`src/hdl/diag_clock_pkg.sv`:
```
// Constants shared by the offset, diagnostic and clock register logic
`default_nettype none
package diag_clock_pkg;
  // ==========================================================================
  // Register byte addresses (low byte of each 16-bit word)
  localparam logic [6:0] ADDR_DIAG     = 7'h1a;
  localparam logic [6:0] ADDR_CHECKSUM = 7'h1e;
  localparam logic [6:0] ADDR_X_OFF    = 7'h20;
  localparam logic [6:0] ADDR_Y_OFF    = 7'h22;
  localparam logic [6:0] ADDR_Z_OFF    = 7'h24;
  localparam logic [6:0] ADDR_TIME     = 7'h2e;
  localparam logic [6:0] ADDR_DATE     = 7'h30;
  localparam logic [6:0] ADDR_YEAR     = 7'h32;
  localparam logic [6:0] ADDR_WAKE_T   = 7'h34;
  localparam logic [6:0] ADDR_WAKE_D   = 7'h36;
  // ==========================================================================
  // Implemented bits of each register
  localparam logic [15:0] MASK_OFF    = 16'h03ff;
  localparam logic [15:0] MASK_DIAG   = 16'h03ff;
  localparam logic [15:0] MASK_TIME   = 16'h3f7f;
  localparam logic [15:0] MASK_DATE   = 16'h1f3f;
  localparam logic [15:0] MASK_YEAR   = 16'h00ff;
  localparam logic [15:0] MASK_WAKE_T = 16'hbf7f;
  localparam logic [15:0] MASK_WAKE_D = 16'h3f3f;
  localparam int          OFF_WIDTH   = 10;
  // ==========================================================================
  // Diagnostic flag positions and the wake enable bit
  localparam int DIAG_SUPPLY_LOW  = 0;
  localparam int DIAG_SUPPLY_HIGH = 1;
  localparam int DIAG_FLASH_FAIL  = 2;
  localparam int DIAG_SPI_FAIL    = 3;
  localparam int DIAG_POST_BUSY   = 4;
  localparam int DIAG_POST_FAIL   = 5;
  localparam int DIAG_CHECKSUM    = 6;
  localparam int DIAG_BUF_FULL    = 7;
  localparam int DIAG_ALARM1      = 8;
  localparam int DIAG_ALARM2      = 9;
  localparam int WAKE_ENABLE_BIT  = 15;
  // ==========================================================================
  // Reset values
  localparam logic [15:0] RESET_REG = 16'h0000;
  // ==========================================================================
  // Timing: one real-time-clock minute at the 40 MHz reference
  localparam longint unsigned CLK_HZ        = 64'd40000000;
  localparam longint unsigned MINUTE_S      = 64'd60;
  localparam longint unsigned MINUTE_CYCLES = MINUTE_S * CLK_HZ;
endpackage : diag_clock_pkg
`default_nettype wire

```
`src/hdl/diag_offset_clock_registers.sv`:
```
// Offset, diagnostic, clock and checksum registers behind the serial port
// Function
// - Offsets are 10-bit two's complement, upper bits unused
// - Offsets add to each axis output
// - Error flags read one while condition present
// - Reading diagnostic register clears all flags
// - Supply flags return at next sample cycle
// - Bit 1 supply high, bit 0 low
// - Bits 9 and 8 report alarms
// - Bit 7 flags capture buffer full
// - Bit 6 flags program checksum mismatch
// - Bit 5 self-test fail, bit 4 busy
// - Bit 3 flags clock count not multiple 16
// - Bit 2 flags flash update failure
// - Time register holds BCD hours and minutes
// - Date and year registers hold BCD values
// - Enabled wake time ends standby at match
// - Checksum register reads the program memory sum
`default_nettype none
module diag_offset_clock_registers
  import diag_clock_pkg::*;
#(
  parameter int          ACC_WIDTH     = 14,
  parameter logic [31:0] MINUTE_CYCLES_P = 32'(MINUTE_CYCLES)
) (
  input  wire logic                        ref_clk,
  input  wire logic                        reset,
  input  wire logic                        sclk,
  input  wire logic                        csN,
  input  wire logic                        din,
  output logic                             dout,
  output logic                             doutEn,
  input  wire logic                        sampleStrobe,
  input  wire logic signed [ACC_WIDTH-1:0] xRaw,
  input  wire logic signed [ACC_WIDTH-1:0] yRaw,
  input  wire logic signed [ACC_WIDTH-1:0] zRaw,
  output logic signed [ACC_WIDTH-1:0]      xOut,
  output logic signed [ACC_WIDTH-1:0]      yOut,
  output logic signed [ACC_WIDTH-1:0]      zOut,
  output logic                             outValid,
  input  wire logic                        supplyHigh,
  input  wire logic                        supplyLow,
  input  wire logic                        flashFail,
  input  wire logic                        selftestBusy,
  input  wire logic                        selftestFail,
  input  wire logic                        checksumMismatch,
  input  wire logic                        bufferFull,
  input  wire logic                        alarm1,
  input  wire logic                        alarm2,
  input  wire logic [15:0]                 checksumValue,
  input  wire logic                        inStandby,
  output logic                             wakeRequest,
  output logic [15:0]                      timestamp
);

  // ==========================================================================
  // Helpers
  function automatic logic [15:0] writeByte(input logic [15:0] old, input logic lane,
                                            input logic [7:0] data, input logic [15:0] mask);
    logic [15:0] w;
    w = lane ? {data, old[7:0]} : {old[15:8], data};
    return w & mask;
  endfunction : writeByte

  function automatic logic signed [ACC_WIDTH-1:0] addOffset(
      input logic signed [ACC_WIDTH-1:0] raw, input logic [15:0] off);
    logic signed [ACC_WIDTH-1:0] ext;
    ext = ACC_WIDTH'(signed'(off[OFF_WIDTH-1:0]));
    return ACC_WIDTH'(raw + ext);
  endfunction : addOffset

  // Two-digit BCD step; returns wrapped value and carry at the limit
  function automatic logic [8:0] bcdStep(input logic [7:0] v, input logic [7:0] last);
    logic [7:0] n;
    n = 8'h00;
    if (v == last) begin
      return {1'b1, 8'h00};
    end
    if (v[3:0] == 4'h9) begin
      n = {4'(v[7:4] + 4'h1), 4'h0};
    end else begin
      n = {v[7:4], 4'(v[3:0] + 4'h1)};
    end
    return {1'b0, n};
  endfunction : bcdStep

  // ==========================================================================
  // Pin synchronisers; stage 1 feeds stage 2 only
  logic sclkS1, sclkS2, sclkS3;
  logic csS1, csS2, csS3;
  logic dinS1, dinS2;

  always_ff @(posedge ref_clk) begin
    if (reset) begin
      sclkS1 <= 1'b1;
      sclkS2 <= 1'b1;
      sclkS3 <= 1'b1;
      csS1   <= 1'b1;
      csS2   <= 1'b1;
      csS3   <= 1'b1;
      dinS1  <= 1'b0;
      dinS2  <= 1'b0;
    end else begin
      sclkS1 <= sclk;
      sclkS2 <= sclkS1;
      sclkS3 <= sclkS2;
      csS1   <= csN;
      csS2   <= csS1;
      csS3   <= csS2;
      dinS1  <= din;
      dinS2  <= dinS1;
    end
  end

  logic sclkRise, sclkFall, csRise;
  assign sclkRise = sclkS2 & ~sclkS3 & ~csS2;
  assign sclkFall = ~sclkS2 & sclkS3 & ~csS2;
  assign csRise   = csS2 & ~csS3;

  // ==========================================================================
  // Serial frame: bit 15 write, bits 14:8 address, bits 7:0 write data
  logic [3:0]  bitCnt_reg;
  logic [15:0] rxShift_reg;
  logic [15:0] txShift_reg;
  logic        txDiag_reg;
  logic [15:0] rxWord;
  logic        frameDone;
  logic        spiErr;
  logic        clearPulse;
  logic [15:0] readWord;

  assign rxWord     = {rxShift_reg[14:0], dinS2};
  assign frameDone  = sclkRise && (bitCnt_reg == 4'hf);
  assign spiErr     = csRise && (bitCnt_reg != 4'h0);
  // Flags are cleared only once the frame that carried them out has ended
  assign clearPulse = frameDone && txDiag_reg;

  always_ff @(posedge ref_clk) begin
    if (reset || csRise) begin
      bitCnt_reg <= 4'h0;
    end else if (sclkRise) begin
      bitCnt_reg <= 4'(bitCnt_reg + 4'h1);
    end
  end

  always_ff @(posedge ref_clk) begin
    if (reset) begin
      rxShift_reg <= RESET_REG;
    end else if (sclkRise) begin
      rxShift_reg <= rxWord;
    end
  end

  // Read answers go out in the following frame, MSB first, changed on falling edges
  always_ff @(posedge ref_clk) begin
    if (reset) begin
      txShift_reg <= RESET_REG;
      txDiag_reg  <= 1'b0;
    end else if (frameDone) begin
      txShift_reg <= rxWord[15] ? RESET_REG : readWord;
      txDiag_reg  <= !rxWord[15] && (rxWord[14:9] == ADDR_DIAG[6:1]);
    end else if (sclkFall && bitCnt_reg != 4'h0) begin
      txShift_reg <= {txShift_reg[14:0], 1'b0};
    end
  end

  assign dout   = txShift_reg[15];
  assign doutEn = ~csS2;

  // ==========================================================================
  // Writable registers
  logic [15:0] xOff_reg, yOff_reg, zOff_reg;
  logic [15:0] time_reg, date_reg, year_reg, wakeTime_reg, wakeDate_reg;
  logic [15:0] diag_reg;
  logic        wrEn;
  logic [6:0]  wrWord;
  logic [7:0]  wrData;
  logic        wrLane;

  assign wrEn   = frameDone && rxWord[15];
  assign wrWord = {rxWord[14:9], 1'b0};
  assign wrLane = rxWord[8];
  assign wrData = rxWord[7:0];

  always_ff @(posedge ref_clk) begin
    if (reset) begin
      xOff_reg     <= RESET_REG;
      yOff_reg     <= RESET_REG;
      zOff_reg     <= RESET_REG;
      date_reg     <= RESET_REG;
      year_reg     <= RESET_REG;
      wakeTime_reg <= RESET_REG;
      wakeDate_reg <= RESET_REG;
    end else if (wrEn) begin
      case (wrWord)
        ADDR_X_OFF:  xOff_reg     <= writeByte(xOff_reg, wrLane, wrData, MASK_OFF);
        ADDR_Y_OFF:  yOff_reg     <= writeByte(yOff_reg, wrLane, wrData, MASK_OFF);
        ADDR_Z_OFF:  zOff_reg     <= writeByte(zOff_reg, wrLane, wrData, MASK_OFF);
        ADDR_DATE:   date_reg     <= writeByte(date_reg, wrLane, wrData, MASK_DATE);
        ADDR_YEAR:   year_reg     <= writeByte(year_reg, wrLane, wrData, MASK_YEAR);
        ADDR_WAKE_T: wakeTime_reg <= writeByte(wakeTime_reg, wrLane, wrData, MASK_WAKE_T);
        ADDR_WAKE_D: wakeDate_reg <= writeByte(wakeDate_reg, wrLane, wrData, MASK_WAKE_D);
        default: begin
        end
      endcase
    end
  end

  // ==========================================================================
  // Time of day: a host write wins over the minute tick
  logic [31:0] minuteCnt_reg;
  logic        minuteTick;
  logic [8:0]  minStep, hourStep;

  assign minuteTick = (minuteCnt_reg == MINUTE_CYCLES_P - 32'h1);
  assign minStep    = bcdStep({1'b0, time_reg[6:0]}, 8'h59);
  assign hourStep   = bcdStep({2'b00, time_reg[13:8]}, 8'h23);

  always_ff @(posedge ref_clk) begin
    if (reset || minuteTick) begin
      minuteCnt_reg <= 32'h0;
    end else begin
      minuteCnt_reg <= minuteCnt_reg + 32'h1;
    end
  end

  always_ff @(posedge ref_clk) begin
    if (reset) begin
      time_reg <= RESET_REG;
    end else if (wrEn && wrWord == ADDR_TIME) begin
      time_reg <= writeByte(time_reg, wrLane, wrData, MASK_TIME);
    end else if (minuteTick) begin
      time_reg[6:0] <= minStep[6:0];
      if (minStep[8]) begin
        time_reg[13:8] <= hourStep[5:0];
      end
    end
  end

  assign timestamp = time_reg;

  // ==========================================================================
  // Diagnostic flags: a set in the clearing cycle survives
  logic [15:0] diagSet;

  always_comb begin
    diagSet                   = 16'h0000;
    diagSet[DIAG_SUPPLY_LOW]  = sampleStrobe && supplyLow;
    diagSet[DIAG_SUPPLY_HIGH] = sampleStrobe && supplyHigh;
    diagSet[DIAG_FLASH_FAIL]  = flashFail;
    diagSet[DIAG_SPI_FAIL]    = spiErr;
    diagSet[DIAG_POST_BUSY]   = selftestBusy;
    diagSet[DIAG_POST_FAIL]   = selftestFail;
    diagSet[DIAG_CHECKSUM]    = checksumMismatch;
    diagSet[DIAG_BUF_FULL]    = bufferFull;
    diagSet[DIAG_ALARM1]      = alarm1;
    diagSet[DIAG_ALARM2]      = alarm2;
  end

  always_ff @(posedge ref_clk) begin
    if (reset) begin
      diag_reg <= RESET_REG;
    end else begin
      diag_reg <= ((clearPulse ? 16'h0000 : diag_reg) | diagSet) & MASK_DIAG;
    end
  end

  // ==========================================================================
  // Read mux; unmapped addresses read zero
  always_comb begin
    case ({rxWord[14:9], 1'b0})
      ADDR_DIAG:     readWord = diag_reg;
      ADDR_CHECKSUM: readWord = checksumValue;
      ADDR_X_OFF:    readWord = xOff_reg;
      ADDR_Y_OFF:    readWord = yOff_reg;
      ADDR_Z_OFF:    readWord = zOff_reg;
      ADDR_TIME:     readWord = time_reg;
      ADDR_DATE:     readWord = date_reg;
      ADDR_YEAR:     readWord = year_reg;
      ADDR_WAKE_T:   readWord = wakeTime_reg;
      ADDR_WAKE_D:   readWord = wakeDate_reg;
      default:       readWord = 16'h0000;
    endcase
  end

  // ==========================================================================
  // Offset correction; the sum wraps, the sensor range leaves headroom
  always_ff @(posedge ref_clk) begin
    if (reset) begin
      xOut     <= '0;
      yOut     <= '0;
      zOut     <= '0;
      outValid <= 1'b0;
    end else begin
      outValid <= sampleStrobe;
      if (sampleStrobe) begin
        xOut <= addOffset(xRaw, xOff_reg);
        yOut <= addOffset(yRaw, yOff_reg);
        zOut <= addOffset(zRaw, zOff_reg);
      end
    end
  end

  // ==========================================================================
  // Wake from standby at the programmed time and date
  logic wakeMatch;
  assign wakeMatch = inStandby && wakeTime_reg[WAKE_ENABLE_BIT]
                     && (wakeTime_reg[13:0] == time_reg[13:0])
                     && (wakeDate_reg[12:0] == date_reg[12:0]);

  always_ff @(posedge ref_clk) begin
    if (reset) begin
      wakeRequest <= 1'b0;
    end else begin
      wakeRequest <= wakeMatch;
    end
  end
endmodule : diag_offset_clock_registers
`default_nettype wire

```
`config.mk`:
```
export PLATFORM = sky130hd
export DESIGN_NAME = diag_offset_clock_registers
export DESIGN_NICKNAME = d
export VERILOG_FILES = /design/src/hdl/diag_clock_pkg.sv /design/src/hdl/diag_offset_clock_registers.sv
export SDC_FILE = /design/constraint.sdc
export NUM_CORES = 1
export LEC_CHECK = 0
export ABC_AREA = 1
export BUFFER_PORTS_ARGS = -buffer_cell sky130_fd_sc_hd__clkbuf_2
export CAP_MARGIN = 20
export CELL_PAD_IN_SITES_DETAIL_PLACEMENT = 1
export CELL_PAD_IN_SITES_GLOBAL_PLACEMENT = 2
export CORE_MARGIN = 4
export CORE_UTILIZATION = 29
export CTS_CLUSTER_SIZE = 24
export DETAILED_ROUTE_END_ITERATION = 8
export MAX_ROUTING_LAYER = met4
export PLACE_DENSITY_LB_ADDON = 0.08
export SLEW_MARGIN = 20
export SYNTH_ARGS = -nofsm -noshare
export SYNTH_HDL_FRONTEND = slang
export SYNTH_SLANG_ARGS = --single-unit
export TNS_END_PERCENT = 30
```
`constraint.sdc`:
```
create_clock -name ref_clk -period 3 [get_ports ref_clk]
set_input_delay 0.6 -clock ref_clk [delete_from_list [all_inputs] [get_ports ref_clk]]
set_output_delay 0.6 -clock ref_clk [all_outputs]
set_load 0.05 [all_outputs]
```
==> metrics.md, run 1 <==
| Metric | Value |
|---|---|
| Run status | completed |
| # Post-CTS Setup Buffers | 0 |
| Die height | 214 um |
| Peak supply drop | 0.000372 V |
| Final HPWL DP | 36900 um |
| Post-route minimum period | 2.39 ns |
| Largest net degree at the start of global routing | 64 |
| Final Skew | 0.00672 ns |
| Reg-to-Reg Start | rxShift_reg[12]$_SDFFE_PP0P_ |
| CP max stage delay | 0.68 ns |
| Levels on crit path | 6 |
| Clock Latency Late Sink | 0.56 ns |
| DRC viols | 0 |
| CP top delay family | compound AO/OA/AOI/OAI gates |
| Die W | 214 um |
| Total congestion overflow | 0 |
| Vias in the first global route | 12638 |
| Buffers & Inverters on Critical Path | 1 |
| N_diodes | 0 |
| H-tree Lvls | 1 |
| Crit path max-delay cell type | a21oi_2 |
| Crit path launch | rxShift_reg[12]$_SDFFE_PP0P_ |
| CP Capture Type | flip-flop |
| CP required | 3.48 ns |
| Leakage | 0.00651 uW |
| GR Util All Layers | 0.214 |
| Wire length of the first global-routing pass | 74400 um |
| Antenna violations before repair | 1 |
| Fin Hold WS | 0.225 ns |
| Vias | 12412 |
| Row count | 75 |
| Placed Cells | 2502 |
| Number of flip-flops in the largest register | 32 |
| Max Cap Viol | 0 |
| PortBufs | 132 |
| Total CTS buffers | 29 |
| Post-Synthesis Cells | 1868 |
| TNS Setup | 0 ns |
| Seq/Total Area, Yosys | 0.355 |
| Slew @ Worst Pin | 0.844 ns |
| Reg2Reg Depth | 6 |
| Number of nets still failing antenna checks after routing | 0 |
| RSZ-0062 raised after global routing | no |
| R2r endpoint | txShift_reg[12]$_SDFFE_PP0P_ |
| Final #Nets | 2116 |
| Slew HR | 0.437 |
| Mapped cell area | 0.0123 mm^2 |
| Clock Sinks | 218 |
| Top Ports | 136 |
| Final hold violations | 0 |
| Pins over their slew limit | 0 |
| Mean post-synth cell area | 6.57 um^2 |
| Placed Area | 0.0135 mm^2 |
| Final wirelength | 48000 um |
| Count of TritonRoute iterations in the first routing pass | 5 |
| Crit start category | flip-flop |
| CTS root buffer | clkbuf_16 |
| Core Footprint | 0.0419 mm^2 |
| Critical setup path kind | reg -> reg |
| Async S/R FF share, synth | 0 |
| Layout cells sized above 1 | 0.126 |
| DRT iter0 DRCs | 563 |
| Unique cell type count in the Yosys netlist | 38 |
| # resized after CTS | 0 |
| YS warnings | 0 |
| Vias/cell | 4.86 |
| R2r setup slk | 0.61 ns |
| Post-synth EDFFs | 0 |
| Crit path arrival time | 2.88 ns |
| CTS tree | yes |
| Final non-filler cell total | 2552 |
| Final Power | 6970 uW |
| Fmax | 418 MHz |
| Wire per inst | 18.8 um |
| Final setup viols | 0 |
| Cell Chain, Critical Path | inv_1, nor2_2, nand4_1, a21oi_2, o21ai_0, a21oi_1 |
| Period Utilization, post-route | 0.798 |
| Number of synthesized register bits | 218 |
| Die area | 0.0457 mm^2 |
| Post-route cell area | 0.0145 mm^2 |
| Initial Util | 0.293 |
| Area growth, synth to finish | 17.7% |
| GPL Wtd Cong | 0.828 |
| Worst-path clk slew | 0.06 ns |
| Main flop type after synthesis | dfxtp_1 |
| Hold_sp | sclk |
| CP max FO | 15 |
| Min-delay worst type | in -> reg |
| Power Density | 482 mW/mm^2 |
| Post-CTS Hold Buffers | 0 |
| Clk buf depth | 3 |
| Setup crit end | txShift_reg[12]$_SDFFE_PP0P_ |
## layout by cell type, fill, tap and decap left out, types with 12 or more instances in the layout
master / instances
a21oi_1: 149
buf_4: 22
clkbuf_16: 29
clkbuf_2: 132
dfxtp_1: 218
ha_1: 45
inv_1: 190
nand2_1: 361
nand3_1: 141
nand4_1: 20
nor2_1: 320
nor2_2: 12
nor3_1: 17
o21ai_0: 201
xnor2_1: 16
xor2_1: 29
## routing by layer
layer  track usage  wire (um)
met5             -          0
met4        0.0386        886
met3        0.0287       1460
met2         0.344      21800
met1         0.293      23800
## report_power, final
group / internal, uW / switching (uW) / leakage [uW] / total, uW
clock network: 2060 / 1360 / 0.000445 / 3420
logic: 154 / 402 / 0.00429 / 556
registers: 2950 / 35.5 / 0.00177 / 2990
total: 5170 / 1800 / 0.00651 / 6970
## cells in the mapped netlist, types with 8 or more instances
library cell | count | share of area
a21oi_1 | 149 | 0.061
a21oi_2 | 11 | 0.0078
buf_2 | 9 | 0.0037
buf_4 | 8 | 0.0049
clkbuf_1 | 40 | 0.012
dfxtp_1 | 218 | 0.36
ha_1 | 45 | 0.046
inv_1 | 191 | 0.058
nand2_1 | 361 | 0.11
nand2_2 | 9 | 0.0046
nand3_1 | 141 | 0.057
nand4_1 | 20 | 0.010
nor2_1 | 321 | 0.098
nor2_2 | 11 | 0.0056
nor3_1 | 17 | 0.0069
o21ai_0 | 201 | 0.082
or2_2 | 11 | 0.0056
xnor2_1 | 16 | 0.011
xor2_1 | 29 | 0.021
## cell type report
| type | instances | area [um^2] |
|---|---|---|
| Inverter | 198 | 744 |
| Fill cell | 5333 | 27500 |
| Timing Repair Buffer | 155 | 846 |
| Multi-Input combinational cell | 1392 | 6910 |
| Sequential cell | 218 | 4360 |
| Clock buffer | 44 | 832 |
| Tap cell | 539 | 674 |
| Clock inverter | 6 | 82.6 |
## worst min path at each step
stage,endpoint,slack (ns),cells past startpoint
floorplan,dinS2$_SDFF_PP0_,0.39,2
detailed placement,sclkS2$_SDFF_PP1_,0.40,1
global placement,sclkS2$_SDFF_PP1_,0.41,1
CTS,sclkS1$_SDFF_PP1_,0.19,2
global route,sclkS1$_SDFF_PP1_,0.21,2
finish,sclkS1$_SDFF_PP1_,0.22,2
## through the flow
| step | utilization | setup WS, ns |
|---|---|---|
| floorplan | - | 1.02 |
| global placement | 0.323 | 0.691 |
| detailed placement | 0.323 | 0.593 |
| CTS | 0.345 | 0.580 |
| global route | 0.345 | 0.287 |
| finish | 0.345 | 0.607 |
## worst register-to-register path: cells and delay by family, from the launching register on
family | cells | cell delay, ns
buf+inv | 1 | 0.08
flops | 1 | 0.33
compound gates | 3 | 1.09
simple gates | 2 | 0.82
## logic make-up (layout without fill, tap and decap cells)
family	count (synthesis)	count (layout)	synth area share
AND/OR/NAND/NOR	911	911	0.313
other	1	3	0.000305
adder cells (fa/ha/maj)	48	48	0.0507
XOR/XNOR	45	45	0.0321
buffers and inverters	260	403	0.0828
AO/OA/AOI/OAI	385	385	0.165
flip-flops	218	218	0.355
(Power assumes the default switching activity.)
==> inputs of run 2 (changes only) <==
==> constraint.sdc (replaced) <==
create_clock -name ref_clk -period 2.3 [get_ports ref_clk]
set_input_delay 0.46 -clock ref_clk [delete_from_list [all_inputs] [get_ports ref_clk]]
set_output_delay 0.46 -clock ref_clk [all_outputs]
set_load 0.05 [all_outputs]
==> run 2 against run 1 <==
  * Clock skew rose by 0.0057 ns
  * Wire length shrank 0.33%
  * Critical path depth rose by 2
  * Fmax is 13% higher
  * First-iteration DRC count fell by 2.7%
  * Non-clock buffer count up 27
==> metrics.md, run 2 (synthesized netlist as in run 1, its figures left out) <==
| Metric | Value |
|---|---|
| Power Density | 634 mW/mm^2 (+32%) |
| Final setup viols | 0 (unchanged) |
| Final non-filler cell total | 2581 (+1.1%) |
| Layout cells sized above 1 | 0.143 (+0.0163) |
| Hold_sp | csN |
| Crit start category | flip-flop |
| Crit path launch | bitCnt_reg[1]$_SDFFE_PP0P_ |
| # resized after CTS | 0 (unchanged) |
| Most frequent cells in the layout | nand2_1 (361), nor2_1 (320), dfxtp_1 (218), o21ai_0 (201), inv_1 (190) |
| Number of flip-flops in the largest register | 32 (unchanged) |
| Final #Nets | 2142 (+1.2%) |
| Clock Latency Late Sink | 0.56 ns (about the same) |
| Crit path arrival time | 2.61 ns (-0.27 ns) |
| Multi-input logic area | 0.00691 mm^2 (about the same) |
| Final core utilization | 0.352 (+0.00790) |
| Fmax | 473 MHz (+13%) |
| PortBufs | 132 (unchanged) |
| Peak supply drop | 0.000465 V (+25%) |
| Worst-path clk slew | 0.06 ns (about the same) |
| H-tree Lvls | 1 (unchanged) |
| Number of nets still failing antenna checks after routing | 0 (unchanged) |
| Die height | 214 um (unchanged) |
| CP Capture Type | flip-flop |
| N_diodes | 0 (unchanged) |
| Wire length of the first global-routing pass | 74100 um (-0.44%) |
| CTS tree | yes |
| # Post-CTS Setup Buffers | 0 (unchanged) |
| Count of TritonRoute iterations in the first routing pass | 5 (unchanged) |
| Final hold violations | 0 (unchanged) |
| Commonest non-fill, non-tap cell in the layout | nand2_1 |
| Leakage | 0.00672 uW (+3.2%) |
| Post-CTS Hold Buffers | 0 (unchanged) |
| Fin Hold WS | 0.0926 ns (-0.132 ns) |
| Slew HR | 0.511 (+0.0747) |
| Core Footprint | 0.0419 mm^2 (unchanged) |
| Critical setup path kind | reg -> reg |
| Antenna violations before repair | 0 (-1) |
| Placed Cells | 2529 (+1.1%) |
| Final Skew | 0.0124 ns (+0.00567 ns) |
| Total congestion overflow | 0 (unchanged) |
| CTS root buffer | clkbuf_16 |
| CP required | 2.79 ns (-0.69 ns) |
| Pins over their slew limit | 0 (unchanged) |
| Filler Cells Inserted | 5375 (+0.79%) |
| Vias | 12496 (+0.68%) |
| Clk buf depth | 3 (unchanged) |
| Max Cap Viol | 0 (unchanged) |
| Largest net degree at the start of global routing | 64 (unchanged) |
| Total CTS buffers | 28 (-3.4%) |
| Area growth, synth to finish | 20.4% |
| Die area | 0.0457 mm^2 (unchanged) |
| CP max FO | 8 (-7) |
| RSZ-0062 raised after global routing | yes |
| Final HPWL DP | 37100 um (+0.72%) |
| DRT iter0 DRCs | 548 (-2.7%) |
| Seq. cell area | 0.00436 mm^2 (unchanged) |
| Die W | 214 um (unchanged) |
| Slew @ Worst Pin | 0.732 ns (-0.112 ns) |
| Post-route minimum period | 2.12 ns (-0.276 ns) |
| GR Util All Layers | 0.212 (-0.00204) |
| DRC viols | 0 (unchanged) |
| Vias in the first global route | 12642 (+0.032%) |
| Final wirelength | 47800 um (-0.33%) |
| Clock Sinks | 218 (unchanged) |
| GPL Wtd Cong | 0.841 (+1.5%) |
| Top Ports | 136 (unchanged) |
| Wire per inst | 18.5 um (-1.4%) |
| Period Utilization, post-route | 0.920 (+0.123) |
| Min-delay worst type | in -> reg |
| Vias/cell | 4.84 (-0.45%) |
| Reg-to-Reg Start | bitCnt_reg[1]$_SDFFE_PP0P_ |
| Run status | completed |
| Row count | 75 (unchanged) |
| Initial Util | 0.293 (unchanged) |
-- run 2: cell count changes in the layout (fill, tap and decap cells not counted), sizes merged --
| cell | delta |
|---|---|
| clkinv | +8 |
| bufinv | +2 |
| buf | +27 |
| clkbuf | -8 |
-- run 2: cell type report --
type | count | area share
well taps | 539 | 0.0456
clock inverters | 16 | 0.0126
flip-flops and latches | 218 | 0.295
repair buffers | 182 | 0.0743
clock buffers | 36 | 0.0543
inverters | 198 | 0.0504
multi-input cells | 1392 | 0.468
-- run 2: final timing paths --
check	to	slack (ns)	cells after the start
worst min register to register	csS2$_SDFF_PP1_	0.42	1
worst min-delay path	csS1$_SDFF_PP1_	0.09	2
worst max-delay path	xOff_reg[1]$_SDFFE_PP0P_	0.18	8
worst max register to register	xOff_reg[1]$_SDFFE_PP0P_	0.18	8
-- run 2: critical path, cell delays in order (launching register included) --
cell and delay, ns:
dfxtp_1 0.36, ha_1 0.21, nand3_1 0.14, nor3_2 0.28, nand2_2 0.32, nor2_2 0.33, buf_4 0.20, o21ai_0 0.08
a21oi_1 0.13
-- run 2: through the flow --
step	setup TNS, ns	power (uW)	area (um^2)	setup WS, ns
global route	-0.924	9750	14800	-0.0981
CTS	0	9520	14800	0.137
finish	0	9370	14800	0.184
global placement	0	4720	13800	0.156
floorplan	0	4450	12300	0.457
detailed placement	0	4730	13800	0.153
-- run 2: layer usage --
metal	part of all wire	global-route usage	up-vias
li1	-	-	6375
met5	0	-	-
met4	0.019	0.0404	0
met1	0.49	0.296	5900
met3	0.030	0.0224	56
met2	0.46	0.338	165
-- run 2: where the power goes --
part	switching [uW]	total, uW	internal [uW]
logic	523	733	210
registers	48.2	3900	3850
clock network	1840	4740	2900
